--- config.mk ---
export PLATFORM = sky130hd
export DESIGN_NAME = fsp_self_prog
export DESIGN_NICKNAME = d
export VERILOG_FILES = /design/src/pkg/fsp_pkg.sv /design/src/hdl/fsp_op_timer.sv /design/src/hdl/fsp_page_buffer.sv /design/src/hdl/fsp_self_prog.sv
export SDC_FILE = /design/constraint.sdc
export NUM_CORES = 1
export LEC_CHECK = 0
export BUFFER_PORTS_ARGS = -buffer_cell sky130_fd_sc_hd__clkbuf_2
export CAP_MARGIN = 20
export CORE_UTILIZATION = 40
export DETAILED_ROUTE_END_ITERATION = 8
export PLACE_DENSITY = 0.64
export SYNTH_ARGS = -nofsm -noshare
export SYNTH_HDL_FRONTEND = slang
export SYNTH_HIERARCHICAL = 1
export SYNTH_SLANG_ARGS = --single-unit
--- constraint.sdc ---
create_clock -name mclk -period 4.05 [get_ports mclk]
set_input_delay 0 -clock mclk [delete_from_list [all_inputs] [get_ports mclk]]
set_output_delay 0 -clock mclk [all_outputs]
set_load 0.01 [all_outputs]
--- src/pkg/fsp_pkg.sv ---
package fsp_pkg;
    // ----------------------------------------------------------------
    // Register map (byte offsets)
    // ----------------------------------------------------------------
    localparam logic [7:0]  FSP_OFS_CTRL    = 8'h00;
    localparam logic [7:0]  FSP_OFS_STATUS  = 8'h04;
    localparam logic [7:0]  FSP_OFS_PAGE    = 8'h08;
    // Control field positions
    localparam int          FSP_B_ENABLE    = 0;
    localparam int          FSP_B_CLEAR     = 4;
    // Status field positions
    localparam int          FSP_S_BUSY      = 0;
    localparam int          FSP_S_ARMED     = 1;
    localparam int          FSP_S_EEBUSY    = 2;
    localparam int          FSP_S_LOADED    = 3;
    // Accepted control codes and the reset value, lower five bits
    localparam logic [4:0]  FSP_CMD_LOAD    = 5'h01;
    localparam logic [4:0]  FSP_CMD_ERASE   = 5'h03;
    localparam logic [4:0]  FSP_CMD_WRITE   = 5'h05;
    localparam logic [4:0]  FSP_CMD_FLREAD  = 5'h09;
    localparam logic [4:0]  FSP_CMD_CLEAR   = 5'h11;
    localparam logic [4:0]  FSP_CTRL_RESET  = 5'h00;
    // Instruction windows in clock cycles
    localparam logic [2:0]  FSP_SPM_WINDOW  = 3'h4;
    localparam logic [2:0]  FSP_LPM_WINDOW  = 3'h3;
    // Fuse and lock read decode
    localparam int          FSP_FUSE_SPM_BIT = 4;
    localparam logic [15:0] FSP_Z_FUSE_LOW  = 16'h0000;
    localparam logic [15:0] FSP_Z_LOCK      = 16'h0001;
    localparam logic [15:0] FSP_Z_FUSE_HIGH = 16'h0003;
    localparam logic [7:0]  FSP_UNDEF_BYTE  = 8'hff;
    // Flash page organisation and erased contents
    localparam int          FSP_WORD_BITS   = 4;
    localparam logic [15:0] FSP_ERASED_WORD = 16'hffff;
    // Operation timing
    localparam int          FSP_CLK_PERIOD_NS = 10;
    localparam int          FSP_TICK_NS     = 1000;
    localparam int          FSP_OP_MIN_NS   = 3700000;
    localparam int          FSP_OP_MAX_NS   = 4500000;
    localparam int          FSP_TICK_DIV    = FSP_TICK_NS / FSP_CLK_PERIOD_NS;
    localparam int          FSP_OP_TICKS    = (FSP_OP_MIN_NS + FSP_TICK_NS - 1) / FSP_TICK_NS;
    // Bus responses
    localparam logic [1:0]  FSP_RESP_OKAY   = 2'h0;
    localparam logic [1:0]  FSP_RESP_SLVERR = 2'h2;
endpackage

--- src/hdl/fsp_op_timer.sv ---
`timescale 1ns/1ps
module fsp_op_timer #(
    parameter int TICK_DIV = fsp_pkg::FSP_TICK_DIV,
    parameter int OP_TICKS = fsp_pkg::FSP_OP_TICKS
) (
    // Clock and reset
    input  wire logic mclk,
    input  wire logic reset,
    // Operation control
    input  wire logic start,
    output logic      busy,
    output logic      done
);
    import fsp_pkg::*;

    typedef struct packed {
        logic [15:0] div;
        logic [15:0] ticks;
        logic        busy;
        logic        done;
    } fsp_tmr_t;

    fsp_tmr_t s_q;
    fsp_tmr_t s_d;

    // ----------------------------------------------------------------
    // Oscillator tick prescaler and duration counter
    // ----------------------------------------------------------------
    always_comb begin
        s_d      = s_q;
        s_d.done = 1'b0;
        if (!s_q.busy) begin
            if (start) begin
                s_d.busy  = 1'b1;
                s_d.div   = '0;
                s_d.ticks = '0;
            end
        end else if (s_q.div == 16'(TICK_DIV - 1)) begin
            s_d.div = '0;
            if (s_q.ticks == 16'(OP_TICKS - 1)) begin
                s_d.busy = 1'b0;
                s_d.done = 1'b1;
            end else begin
                s_d.ticks = s_q.ticks + 16'h0001;
            end
        end else begin
            s_d.div = s_q.div + 16'h0001;
        end
    end

    // Reset leaves a running operation to finish
    always_ff @(posedge mclk) begin
        if (reset && s_q.busy) begin
            s_q <= s_d;
        end else if (reset) begin
            s_q <= '0;
        end else begin
            s_q <= s_d;
        end
    end

    assign busy = s_q.busy;
    assign done = s_q.done;
endmodule

--- src/hdl/fsp_page_buffer.sv ---
`timescale 1ns/1ps
module fsp_page_buffer #(
    parameter int WORD_BITS = fsp_pkg::FSP_WORD_BITS,
    parameter int DATA_W    = 16
) (
    // Clock and clear
    input  wire logic                 mclk,
    input  wire logic                 clr,
    // Word load port
    input  wire logic                 wr_en,
    input  wire logic [WORD_BITS-1:0] wr_idx,
    input  wire logic [DATA_W-1:0]    wr_data,
    // Flash read port
    input  wire logic [WORD_BITS-1:0] rd_idx,
    output logic      [DATA_W-1:0]    rd_data,
    output logic                      loaded
);
    import fsp_pkg::*;

    localparam int WORDS = 1 << WORD_BITS;

    typedef struct packed {
        logic [WORDS-1:0][DATA_W-1:0] mem;
        logic [WORDS-1:0]             vld;
        logic [DATA_W-1:0]            rdata;
        logic                         any;
    } fsp_buf_t;

    fsp_buf_t s_q;
    fsp_buf_t s_d;

    // ----------------------------------------------------------------
    // Word storage, random order loading, clear, registered read
    // ----------------------------------------------------------------
    always_comb begin
        s_d = s_q;
        if (clr) begin
            s_d.vld = '0;
        end else if (wr_en) begin
            s_d.mem[wr_idx] = wr_data;
            s_d.vld[wr_idx] = 1'b1;
        end
        s_d.any   = |s_d.vld;
        s_d.rdata = s_q.vld[rd_idx] ? s_q.mem[rd_idx] : DATA_W'(FSP_ERASED_WORD);
    end

    // State register
    always_ff @(posedge mclk) begin
        s_q <= s_d;
    end

    assign rd_data = s_q.rdata;
    assign loaded  = s_q.any;
endmodule

--- src/hdl/fsp_self_prog.sv ---
// Functional notes
// - Store-program does nothing unless the self-program fuse bit reads zero.
// - Buffer loads one word per store-program, before erase or between erase and write.
// - Buffer words may be loaded in any address order.
// - Code 00000011 then store-program within four cycles erases the pointer's page.
// - CPU stalls for the whole page erase.
// - Code 00000001 then store-program within four cycles loads data word at word field.
// - Buffer clears after page write, on clear-buffer command and on reset; a reset during a page write keeps it until the write ends.
// - An EEPROM write during loading discards the buffer.
// - Code 00000101 then store-program within four cycles writes the pointer's page.
// - CPU stalls for the whole page write.
// - Pointer low bits pick the word, upper bits pick the page.
// - Fuse reads use pointer bit zero; store-program ignores it.
// - EEPROM write busy blocks flash programming and fuse or lock reads.
// - Pointer 0x0001, read select, load-program within three cycles returns lock byte.
// - Read select and enable clear on read done or missed window.
// - Pointer 0x0000 gives fuse low, 0x0003 fuse high, 0x0001 lock byte.
// - A flash operation running at reset still completes.
// - Erase and write last between 3.7 ms and 4.5 ms, timed by oscillator.
// - Only five legal control codes take effect; others are ignored.
// - Erase and write bits clear at completion or missed window.
//
// Implementation choices: the register offsets and the AXI4-Lite interface to the registers.
`timescale 1ns/1ps
module fsp_self_prog #(
    parameter int WORD_BITS = fsp_pkg::FSP_WORD_BITS,
    parameter int TICK_DIV  = fsp_pkg::FSP_TICK_DIV,
    parameter int OP_TICKS  = fsp_pkg::FSP_OP_TICKS
) (
    // Clock and reset
    input  wire logic                    mclk,
    input  wire logic                    reset,
    // AXI4-Lite write channels
    input  wire logic [7:0]              s_axi_awaddr,
    input  wire logic                    s_axi_awvalid,
    output logic                         s_axi_awready,
    input  wire logic [31:0]             s_axi_wdata,
    input  wire logic [3:0]              s_axi_wstrb,
    input  wire logic                    s_axi_wvalid,
    output logic                         s_axi_wready,
    output logic [1:0]                   s_axi_bresp,
    output logic                         s_axi_bvalid,
    input  wire logic                    s_axi_bready,
    // AXI4-Lite read channels
    input  wire logic [7:0]              s_axi_araddr,
    input  wire logic                    s_axi_arvalid,
    output logic                         s_axi_arready,
    output logic [31:0]                  s_axi_rdata,
    output logic [1:0]                   s_axi_rresp,
    output logic                         s_axi_rvalid,
    input  wire logic                    s_axi_rready,
    // CPU instruction side
    input  wire logic                    spm_strobe,
    input  wire logic                    lpm_strobe,
    input  wire logic [15:0]             z_pointer,
    input  wire logic [15:0]             data_word,
    output logic                         cpu_stall,
    output logic [7:0]                   lpm_data,
    output logic                         lpm_fuse_valid,
    // Fuse, lock and EEPROM status
    input  wire logic                    eeprom_write_busy,
    input  wire logic [7:0]              fuse_low_byte,
    input  wire logic [7:0]              fuse_high_byte,
    input  wire logic [7:0]              lock_byte,
    // Flash array side
    output logic                         flash_erase,
    output logic                         flash_write,
    output logic [14-WORD_BITS:0]        flash_page,
    input  wire logic [WORD_BITS-1:0]    flash_buf_idx,
    output logic [15:0]                  flash_buf_data
);
    import fsp_pkg::*;

    localparam int PAGE_BITS = 15 - WORD_BITS;

    typedef enum logic [3:0] {
        ST_IDLE  = 4'h1,
        ST_ARMED = 4'h2,
        ST_ERASE = 4'h4,
        ST_WRITE = 4'h8
    } fsp_phase_t;

    typedef struct packed {
        fsp_phase_t           phase;
        logic [4:0]           ctrl;
        logic [2:0]           window;
        logic [PAGE_BITS-1:0] page;
        logic                 stall;
        logic                 erase;
        logic                 write;
        logic [7:0]           lpm_data;
        logic                 lpm_valid;
        logic                 ee_busy;
        logic                 awready;
        logic                 aw_have;
        logic [7:0]           waddr;
        logic                 wready;
        logic                 w_have;
        logic [31:0]          wdata;
        logic [3:0]           wstrb;
        logic                 bvalid;
        logic [1:0]           bresp;
        logic                 arready;
        logic                 rvalid;
        logic [31:0]          rdata;
        logic [1:0]           rresp;
    } fsp_top_t;

    fsp_top_t s_q;
    fsp_top_t s_d;
    logic     tmr_start;
    logic     tmr_done;
    logic     buf_wr;
    logic     buf_clr;
    logic     buf_loaded;
    logic     wr_go;
    logic     spm_go;
    logic     lpm_go;
    logic     op_run;

    // ----------------------------------------------------------------
    // Helpers
    // ----------------------------------------------------------------
    // Legal control codes
    function automatic logic ctrl_ok(input logic [4:0] code);
        return code == FSP_CMD_LOAD || code == FSP_CMD_ERASE || code == FSP_CMD_WRITE ||
               code == FSP_CMD_FLREAD || code == FSP_CMD_CLEAR;
    endfunction

    // Page and word fields of the pointer, bit zero dropped
    function automatic logic [PAGE_BITS-1:0] page_of(input logic [15:0] z);
        return z[15:WORD_BITS+1];
    endfunction

    function automatic logic [WORD_BITS-1:0] word_of(input logic [15:0] z);
        return z[WORD_BITS:1];
    endfunction

    // Fuse and lock byte by full pointer
    function automatic logic [7:0] fuse_sel(input logic [15:0] z);
        case (z)
            FSP_Z_FUSE_LOW:  return fuse_low_byte;
            FSP_Z_LOCK:      return lock_byte;
            FSP_Z_FUSE_HIGH: return fuse_high_byte;
            default:         return FSP_UNDEF_BYTE;
        endcase
    endfunction

    // ----------------------------------------------------------------
    // Sub-blocks
    // ----------------------------------------------------------------
    fsp_op_timer #(
        .TICK_DIV (TICK_DIV),
        .OP_TICKS (OP_TICKS)
    ) u_timer (
        .mclk  (mclk),
        .reset (reset),
        .start (tmr_start),
        .busy  (),
        .done  (tmr_done)
    );

    fsp_page_buffer #(
        .WORD_BITS (WORD_BITS),
        .DATA_W    (16)
    ) u_buffer (
        .mclk    (mclk),
        .clr     (buf_clr),
        .wr_en   (buf_wr),
        .wr_idx  (word_of(z_pointer)),
        .wr_data (data_word),
        .rd_idx  (flash_buf_idx),
        .rd_data (flash_buf_data),
        .loaded  (buf_loaded)
    );

    // ----------------------------------------------------------------
    // Next state
    // ----------------------------------------------------------------
    // Qualified requests
    assign op_run = s_q.phase == ST_ERASE || s_q.phase == ST_WRITE;
    assign wr_go  = s_q.aw_have && s_q.w_have && !s_q.bvalid;
    assign spm_go = spm_strobe && s_q.phase == ST_ARMED && s_q.ctrl != FSP_CMD_FLREAD &&
                    !fuse_high_byte[FSP_FUSE_SPM_BIT] && !eeprom_write_busy;
    assign lpm_go = lpm_strobe && s_q.phase == ST_ARMED && s_q.ctrl == FSP_CMD_FLREAD &&
                    !eeprom_write_busy;

    always_comb begin
        s_d           = s_q;
        s_d.lpm_valid = 1'b0;
        s_d.ee_busy   = eeprom_write_busy;
        tmr_start     = 1'b0;
        buf_wr        = 1'b0;
        buf_clr       = 1'b0;
        // Bus write address and data capture
        if (s_axi_awvalid && s_q.awready) begin
            s_d.aw_have = 1'b1;
            s_d.waddr   = s_axi_awaddr;
        end
        if (s_axi_wvalid && s_q.wready) begin
            s_d.w_have = 1'b1;
            s_d.wdata  = s_axi_wdata;
            s_d.wstrb  = s_axi_wstrb;
        end
        if (s_q.bvalid && s_axi_bready) begin
            s_d.bvalid = 1'b0;
        end
        // Command window runs out
        if (s_q.phase == ST_ARMED) begin
            s_d.window = s_q.window - 3'h1;
            if (s_q.window == 3'h1) begin
                s_d.ctrl  = FSP_CTRL_RESET;
                s_d.phase = ST_IDLE;
            end
        end
        // Store-program instruction
        if (spm_go) begin
            s_d.ctrl  = FSP_CTRL_RESET;
            s_d.phase = ST_IDLE;
            case (s_q.ctrl)
                FSP_CMD_LOAD: begin
                    buf_wr = 1'b1;
                end
                FSP_CMD_ERASE: begin
                    s_d.ctrl  = s_q.ctrl;
                    s_d.phase = ST_ERASE;
                    s_d.page  = page_of(z_pointer);
                    tmr_start = 1'b1;
                end
                FSP_CMD_WRITE: begin
                    s_d.ctrl  = s_q.ctrl;
                    s_d.phase = ST_WRITE;
                    s_d.page  = page_of(z_pointer);
                    tmr_start = 1'b1;
                end
                default: begin
                    s_d.ctrl = FSP_CTRL_RESET;
                end
            endcase
        end
        // Fuse and lock read by load-program
        if (lpm_go) begin
            s_d.lpm_data  = fuse_sel(z_pointer);
            s_d.lpm_valid = 1'b1;
            s_d.ctrl      = FSP_CTRL_RESET;
            s_d.phase     = ST_IDLE;
        end
        // Timed operation finished
        if (tmr_done) begin
            if (s_q.phase == ST_WRITE) begin
                buf_clr = 1'b1;
            end
            s_d.ctrl  = FSP_CTRL_RESET;
            s_d.phase = ST_IDLE;
        end
        // Register writes
        if (wr_go) begin
            s_d.aw_have = 1'b0;
            s_d.w_have  = 1'b0;
            s_d.bvalid  = 1'b1;
            s_d.bresp   = FSP_RESP_OKAY;
            case (s_q.waddr)
                FSP_OFS_CTRL: begin
                    if (s_q.wstrb[0] && ctrl_ok(s_q.wdata[4:0]) && !eeprom_write_busy && !op_run) begin
                        s_d.ctrl   = s_q.wdata[4:0];
                        s_d.phase  = ST_ARMED;
                        s_d.window = s_q.wdata[4:0] == FSP_CMD_FLREAD ? FSP_LPM_WINDOW : FSP_SPM_WINDOW;
                        buf_clr    = s_q.wdata[FSP_B_CLEAR];
                    end
                end
                FSP_OFS_STATUS, FSP_OFS_PAGE: begin
                    s_d.bresp = FSP_RESP_OKAY;
                end
                default: begin
                    s_d.bresp = FSP_RESP_SLVERR;
                end
            endcase
        end
        s_d.awready = !s_d.aw_have && !s_d.bvalid;
        s_d.wready  = !s_d.w_have && !s_d.bvalid;
        // Register reads
        if (s_q.rvalid && s_axi_rready) begin
            s_d.rvalid = 1'b0;
        end
        if (s_axi_arvalid && s_q.arready) begin
            s_d.rvalid = 1'b1;
            s_d.rresp  = FSP_RESP_OKAY;
            s_d.rdata  = '0;
            case (s_axi_araddr)
                FSP_OFS_CTRL: begin
                    s_d.rdata[4:0] = s_q.ctrl;
                end
                FSP_OFS_STATUS: begin
                    s_d.rdata[FSP_S_BUSY]   = op_run;
                    s_d.rdata[FSP_S_ARMED]  = s_q.phase == ST_ARMED;
                    s_d.rdata[FSP_S_EEBUSY] = s_q.ee_busy;
                    s_d.rdata[FSP_S_LOADED] = buf_loaded;
                end
                FSP_OFS_PAGE: begin
                    s_d.rdata[PAGE_BITS-1:0] = s_q.page;
                end
                default: begin
                    s_d.rresp = FSP_RESP_SLVERR;
                end
            endcase
        end
        s_d.arready = !s_d.rvalid;
        // EEPROM write discards a partly loaded buffer
        if (eeprom_write_busy && !s_q.ee_busy) begin
            buf_clr = 1'b1;
        end
        // Reset clears the buffer unless a page write still needs it
        if (reset && s_q.phase == ST_WRITE) begin
            buf_clr = buf_clr;
        end else if (reset) begin
            buf_clr = 1'b1;
        end
        // Flash strobes and CPU stall follow the phase
        s_d.erase = s_d.phase == ST_ERASE;
        s_d.write = s_d.phase == ST_WRITE;
        s_d.stall = s_d.erase || s_d.write;
    end

    // ----------------------------------------------------------------
    // State register, an operation survives reset
    // ----------------------------------------------------------------
    always_ff @(posedge mclk) begin
        if (reset && op_run) begin
            s_q       <= '0;
            s_q.phase <= s_d.phase;
            s_q.ctrl  <= s_d.ctrl;
            s_q.page  <= s_q.page;
            s_q.erase <= s_d.erase;
            s_q.write <= s_d.write;
            s_q.stall <= s_d.stall;
        end else if (reset) begin
            s_q       <= '0;
            s_q.phase <= ST_IDLE;
        end else begin
            s_q <= s_d;
        end
    end

    // Outputs
    assign s_axi_awready  = s_q.awready;
    assign s_axi_wready   = s_q.wready;
    assign s_axi_bvalid   = s_q.bvalid;
    assign s_axi_bresp    = s_q.bresp;
    assign s_axi_arready  = s_q.arready;
    assign s_axi_rvalid   = s_q.rvalid;
    assign s_axi_rdata    = s_q.rdata;
    assign s_axi_rresp    = s_q.rresp;
    assign cpu_stall      = s_q.stall;
    assign lpm_data       = s_q.lpm_data;
    assign lpm_fuse_valid = s_q.lpm_valid;
    assign flash_erase    = s_q.erase;
    assign flash_write    = s_q.write;
    assign flash_page     = s_q.page;
endmodule

==> impl_metrics.json <==
{
  "holdPathEnd": "s_axi_rdata[4]$_SDFFE_PP0P_",
  "status": "completed",
  "clk_pin_slew_ns": 0.06,
  "period_needed_ns": 3.22,
  "cp.arrival_ns": 3.44,
  "drt_drc_violations_left": 0,
  "crit_required_ns": 4.27,
  "setup_viol": 0,
  "ant_nets": 0,
  "power_density_mw_per_mm2": 437,
  "hold_buffers": 106,
  "area_delta_synth_final_pct": 20.7,
  "min-delay-start": "s_axi_araddr[3]",
  "insertion_delay_ns": 0.55,
  "seqPwrFrac": 0.505,
  "r2r_slack_ns": 0.83,
  "grt_pass1_vias": 10082,
  "grt_antenna_before_repair": 1,
  "synth_top_area_frac": 0.494,
  "p_switching_w": 0.00179,
  "worst_slew_margin_rel": 0.298,
  "nNetsFinal": 1457,
  "area.sequential_mm2": 0.0105,
  "place_area_mm2": 0.0171,
  "ff2ff_path_depth": 9,
  "rr_endpoint": "u_buffer/s_q[91]$_DFFE_PP_",
  "crit_path_end_kind": "register",
  "die_y_um": 203,
  "post-route-util": 0.492,
  "cts_sinks": 393,
  "report.final.slew_viol_count": 0,
  "tightest_slew_ns": 1.05,
  "routabilityCongestion": 0.812,
  "startpoint_type": "register",
  "rows": 73,
  "setup_tns_ns": 0,
  "synth_edf_count": 267,
  "async_flop_share": 0,
  "p_leak_nw": 7.00,
  "first_iter_violations": 672,
  "switching_share": 0.210,
  "die_w_um": 203,
  "setup.worst_path.start": "s_q[122]$_DFF_P_",
  "finalClockSkew_ns": 0.0144,
  "drive_gt1_frac": 0.244,
  "dp_hpwl_mm": 22.4,
  "io_pins": 202,
  "cts_setup_buffers": 0,
  "synth_warnings": 6,
  "ir_drop_mv": 0.287,
  "drt-total-wl_mm": 36.5,
  "holdWs_ns": 0.0738,
  "hold_class": "in -> reg",
  "fin_crit_sh": 0.795,
  "grt_setup_unrepaired": "no",
  "n_fill_cell": 3389,
  "grt_pass1_wl_mm": 56.9,
  "ys_ff_latch": 393,
  "pwr-share-clk": 0.445,
  "worstSetupPathType": "reg -> reg",
  "netlist_area_mm2": 0.0162,
  "grt_max_degree": 68,
  "post_cts_resized": 0,
  "h-tree-depth": 2,
  "cp_max_fo": 17,
  "core_area_mm2": 0.0398,
  "hold_violations": 0,
  "multi_input_area_mm2": 0.00492,
  "p_comb_frac": 0.050,
  "yosys.area.top_type": "edfxtp_1",
  "ys.flop_type": "edfxtp_1",
  "max_cap_violations": 0,
  "tritoncts": "built",
  "firstDrtPassIters": 6,
  "cts-buffers-inserted": 41,
  "viasPerCell": 5.35,
  "wl_per_cell_um": 19.3,
  "yosysSeqAreaShare": 0.650,
  "yosys-top-cells-area": "edfxtp_1, dfxtp_1, mux4_2, buf_4, mux4_1",
  "dieArea_mm2": 0.0414,
  "final_area_mm2": 0.0196,
  "start_util": 0.407,
  "cts_buffer_depth": 3,
  "r2r_start": "s_q[122]$_DFF_P_",
  "intPower_w": 0.00676,
  "cts_root_buf": "clkbuf_16",
  "syn_inst": 1108,
  "grt.total_usage": 0.177,
  "vias": 10112,
  "grt-ovfl-total": 0,
  "post_synth.cell_area_avg_um2": 14.6,
  "clock.fmax_ghz": 0.311,
  "netlist-cell-type-count": 82,
  "hold_depth": 5,
  "numPortBuffers": 148
}
Yosys cell counts, types with 3 or more instances:
cell / instances
nand2b_1: 6
o31ai_1: 7
o2bb2ai_1: 3
and4_1: 3
buf_2: 8
mux4_2: 50
xor2_1: 6
nor2_1: 64
nor3_2: 3
nand3_1: 48
or3_1: 4
and3_1: 4
a21oi_1: 28
a22o_1: 3
nor2b_1: 18
buf_1: 7
mux4_1: 18
edfxtp_1: 267
nand2_1: 74
mux2i_1: 11
nor3_1: 18
a21o_1: 10
a31oi_1: 18
ha_1: 4
a31o_1: 3
inv_1: 14
buf_12: 3
buf_4: 74
o22ai_1: 8
a22oi_1: 44
buf_6: 6
nand4_1: 15
dfxtp_1: 126
clkbuf_1: 23
and2_1: 4
nor4b_1: 4
nor3b_1: 3
or2_2: 3
a32oi_1: 7
nor4_1: 13
o21bai_1: 8
o21ai_0: 15
flip-flops by register name (all words and copies together), names as in the netlist, 8 cells and up:
signal            cells
flash_page           11
u_timer/s_q          32
u_buffer/s_q        272
u_buffer/rd_data     16
s_axi_rdata          11
s_q                  29
lpm_data              8
cells by family after synthesis:
family,count (synthesis),share of synthesized area
flip-flops,393,0.650
AND/OR/NAND/NOR,311,0.104
AO/OA/AOI/OAI,175,0.0772
buffers and inverters,136,0.0550
multiplexers,81,0.107
XOR/XNOR,7,0.00378
adder cells (fa/ha/maj),4,0.00308
other,1,0.000231
critical path, cell delays in order, from the launching register on:
cell and delay (ns):
dfxtp_1 0.53, xnor2_1 0.11, or3_1 0.47, o311a_1 0.18, nand2_1 0.12, nand2_1 0.16, inv_1 0.40, nand4_1 0.38
nor3_2 0.19, buf_4 0.32
area by class of cell:
cell class              instances  area share
inverters                      15     0.00288
well taps                     525      0.0336
flip-flops and latches        393       0.538
multi-input cells             601       0.252
clock inverters                23      0.0122
diodes                          1    0.000128
clock buffers                  52      0.0584
repair buffers                279       0.103
layer usage:
layer,vias to the layer above,part of all wire,wire (um),global-route usage
li1,4677,-,-,-
met1,5089,0.41,15000,0.223
met2,296,0.51,18800,0.313
met3,48,0.057,2080,0.0313
met4,2,0.018,666,0.0491
met5,-,0.00036,13,0
worst max-delay path by stage:
stage          cells after the start                    endpoint  slack [ns]
2_1_floorplan                     10  u_buffer/s_q[49]$_DFFE_PP_        0.49
3_3_place_gp                       9  u_buffer/s_q[84]$_DFFE_PP_        0.98
6_report                           9  u_buffer/s_q[91]$_DFFE_PP_        0.83
3_5_place_dp                       9  u_buffer/s_q[84]$_DFFE_PP_        0.91
5_1_grt                            9  u_buffer/s_q[91]$_DFFE_PP_        0.58
4_1_cts                            9  u_buffer/s_q[87]$_DFFE_PP_        0.90
placed cells by master, fill, tap and decap left out, types with 14 or more instances in the layout:
cell,instances
dfxtp_1,126
conb_1,23
nor3_1,14
nand2_1,74
edfxtp_1,267
nand3_1,48
a21oi_1,28
nand4_1,15
inv_1,14
mux4_2,50
nor2_1,52
buf_4,23
o21ai_0,15
clkbuf_2,148
a31oi_1,18
dlygate4sd3_1,106
nor2b_1,18
mux4_1,18
clkbuf_16,42
a22oi_1,44
power groups by stage:
stage | clock network [W] | registers (W) | logic (W)
4_1_cts | 0.00388 | 0.00432 | 0.000428
5_1_grt | 0.00404 | 0.00432 | 0.000465
3_3_place_gp | 0 | 0.00441 | 0.000353
3_5_place_dp | 0 | 0.00441 | 0.000360
2_1_floorplan | 0 | 0.00440 | 0.000238
6_report | 0.00380 | 0.00432 | 0.000428
through the flow:
step | std cells | power [W] | setup WS (ns)
6_report | 1889 | 0.00855 | 0.830
5_1_grt | 1888 | 0.00883 | 0.584
4_1_cts | 1887 | 0.00863 | 0.901
3_5_place_dp | 1706 | 0.00477 | 0.909
3_3_place_gp | 1706 | 0.00476 | 0.976
2_1_floorplan | 1130 | 0.00464 | 0.494
No activity file was read; power rests on OpenSTA's default activity.
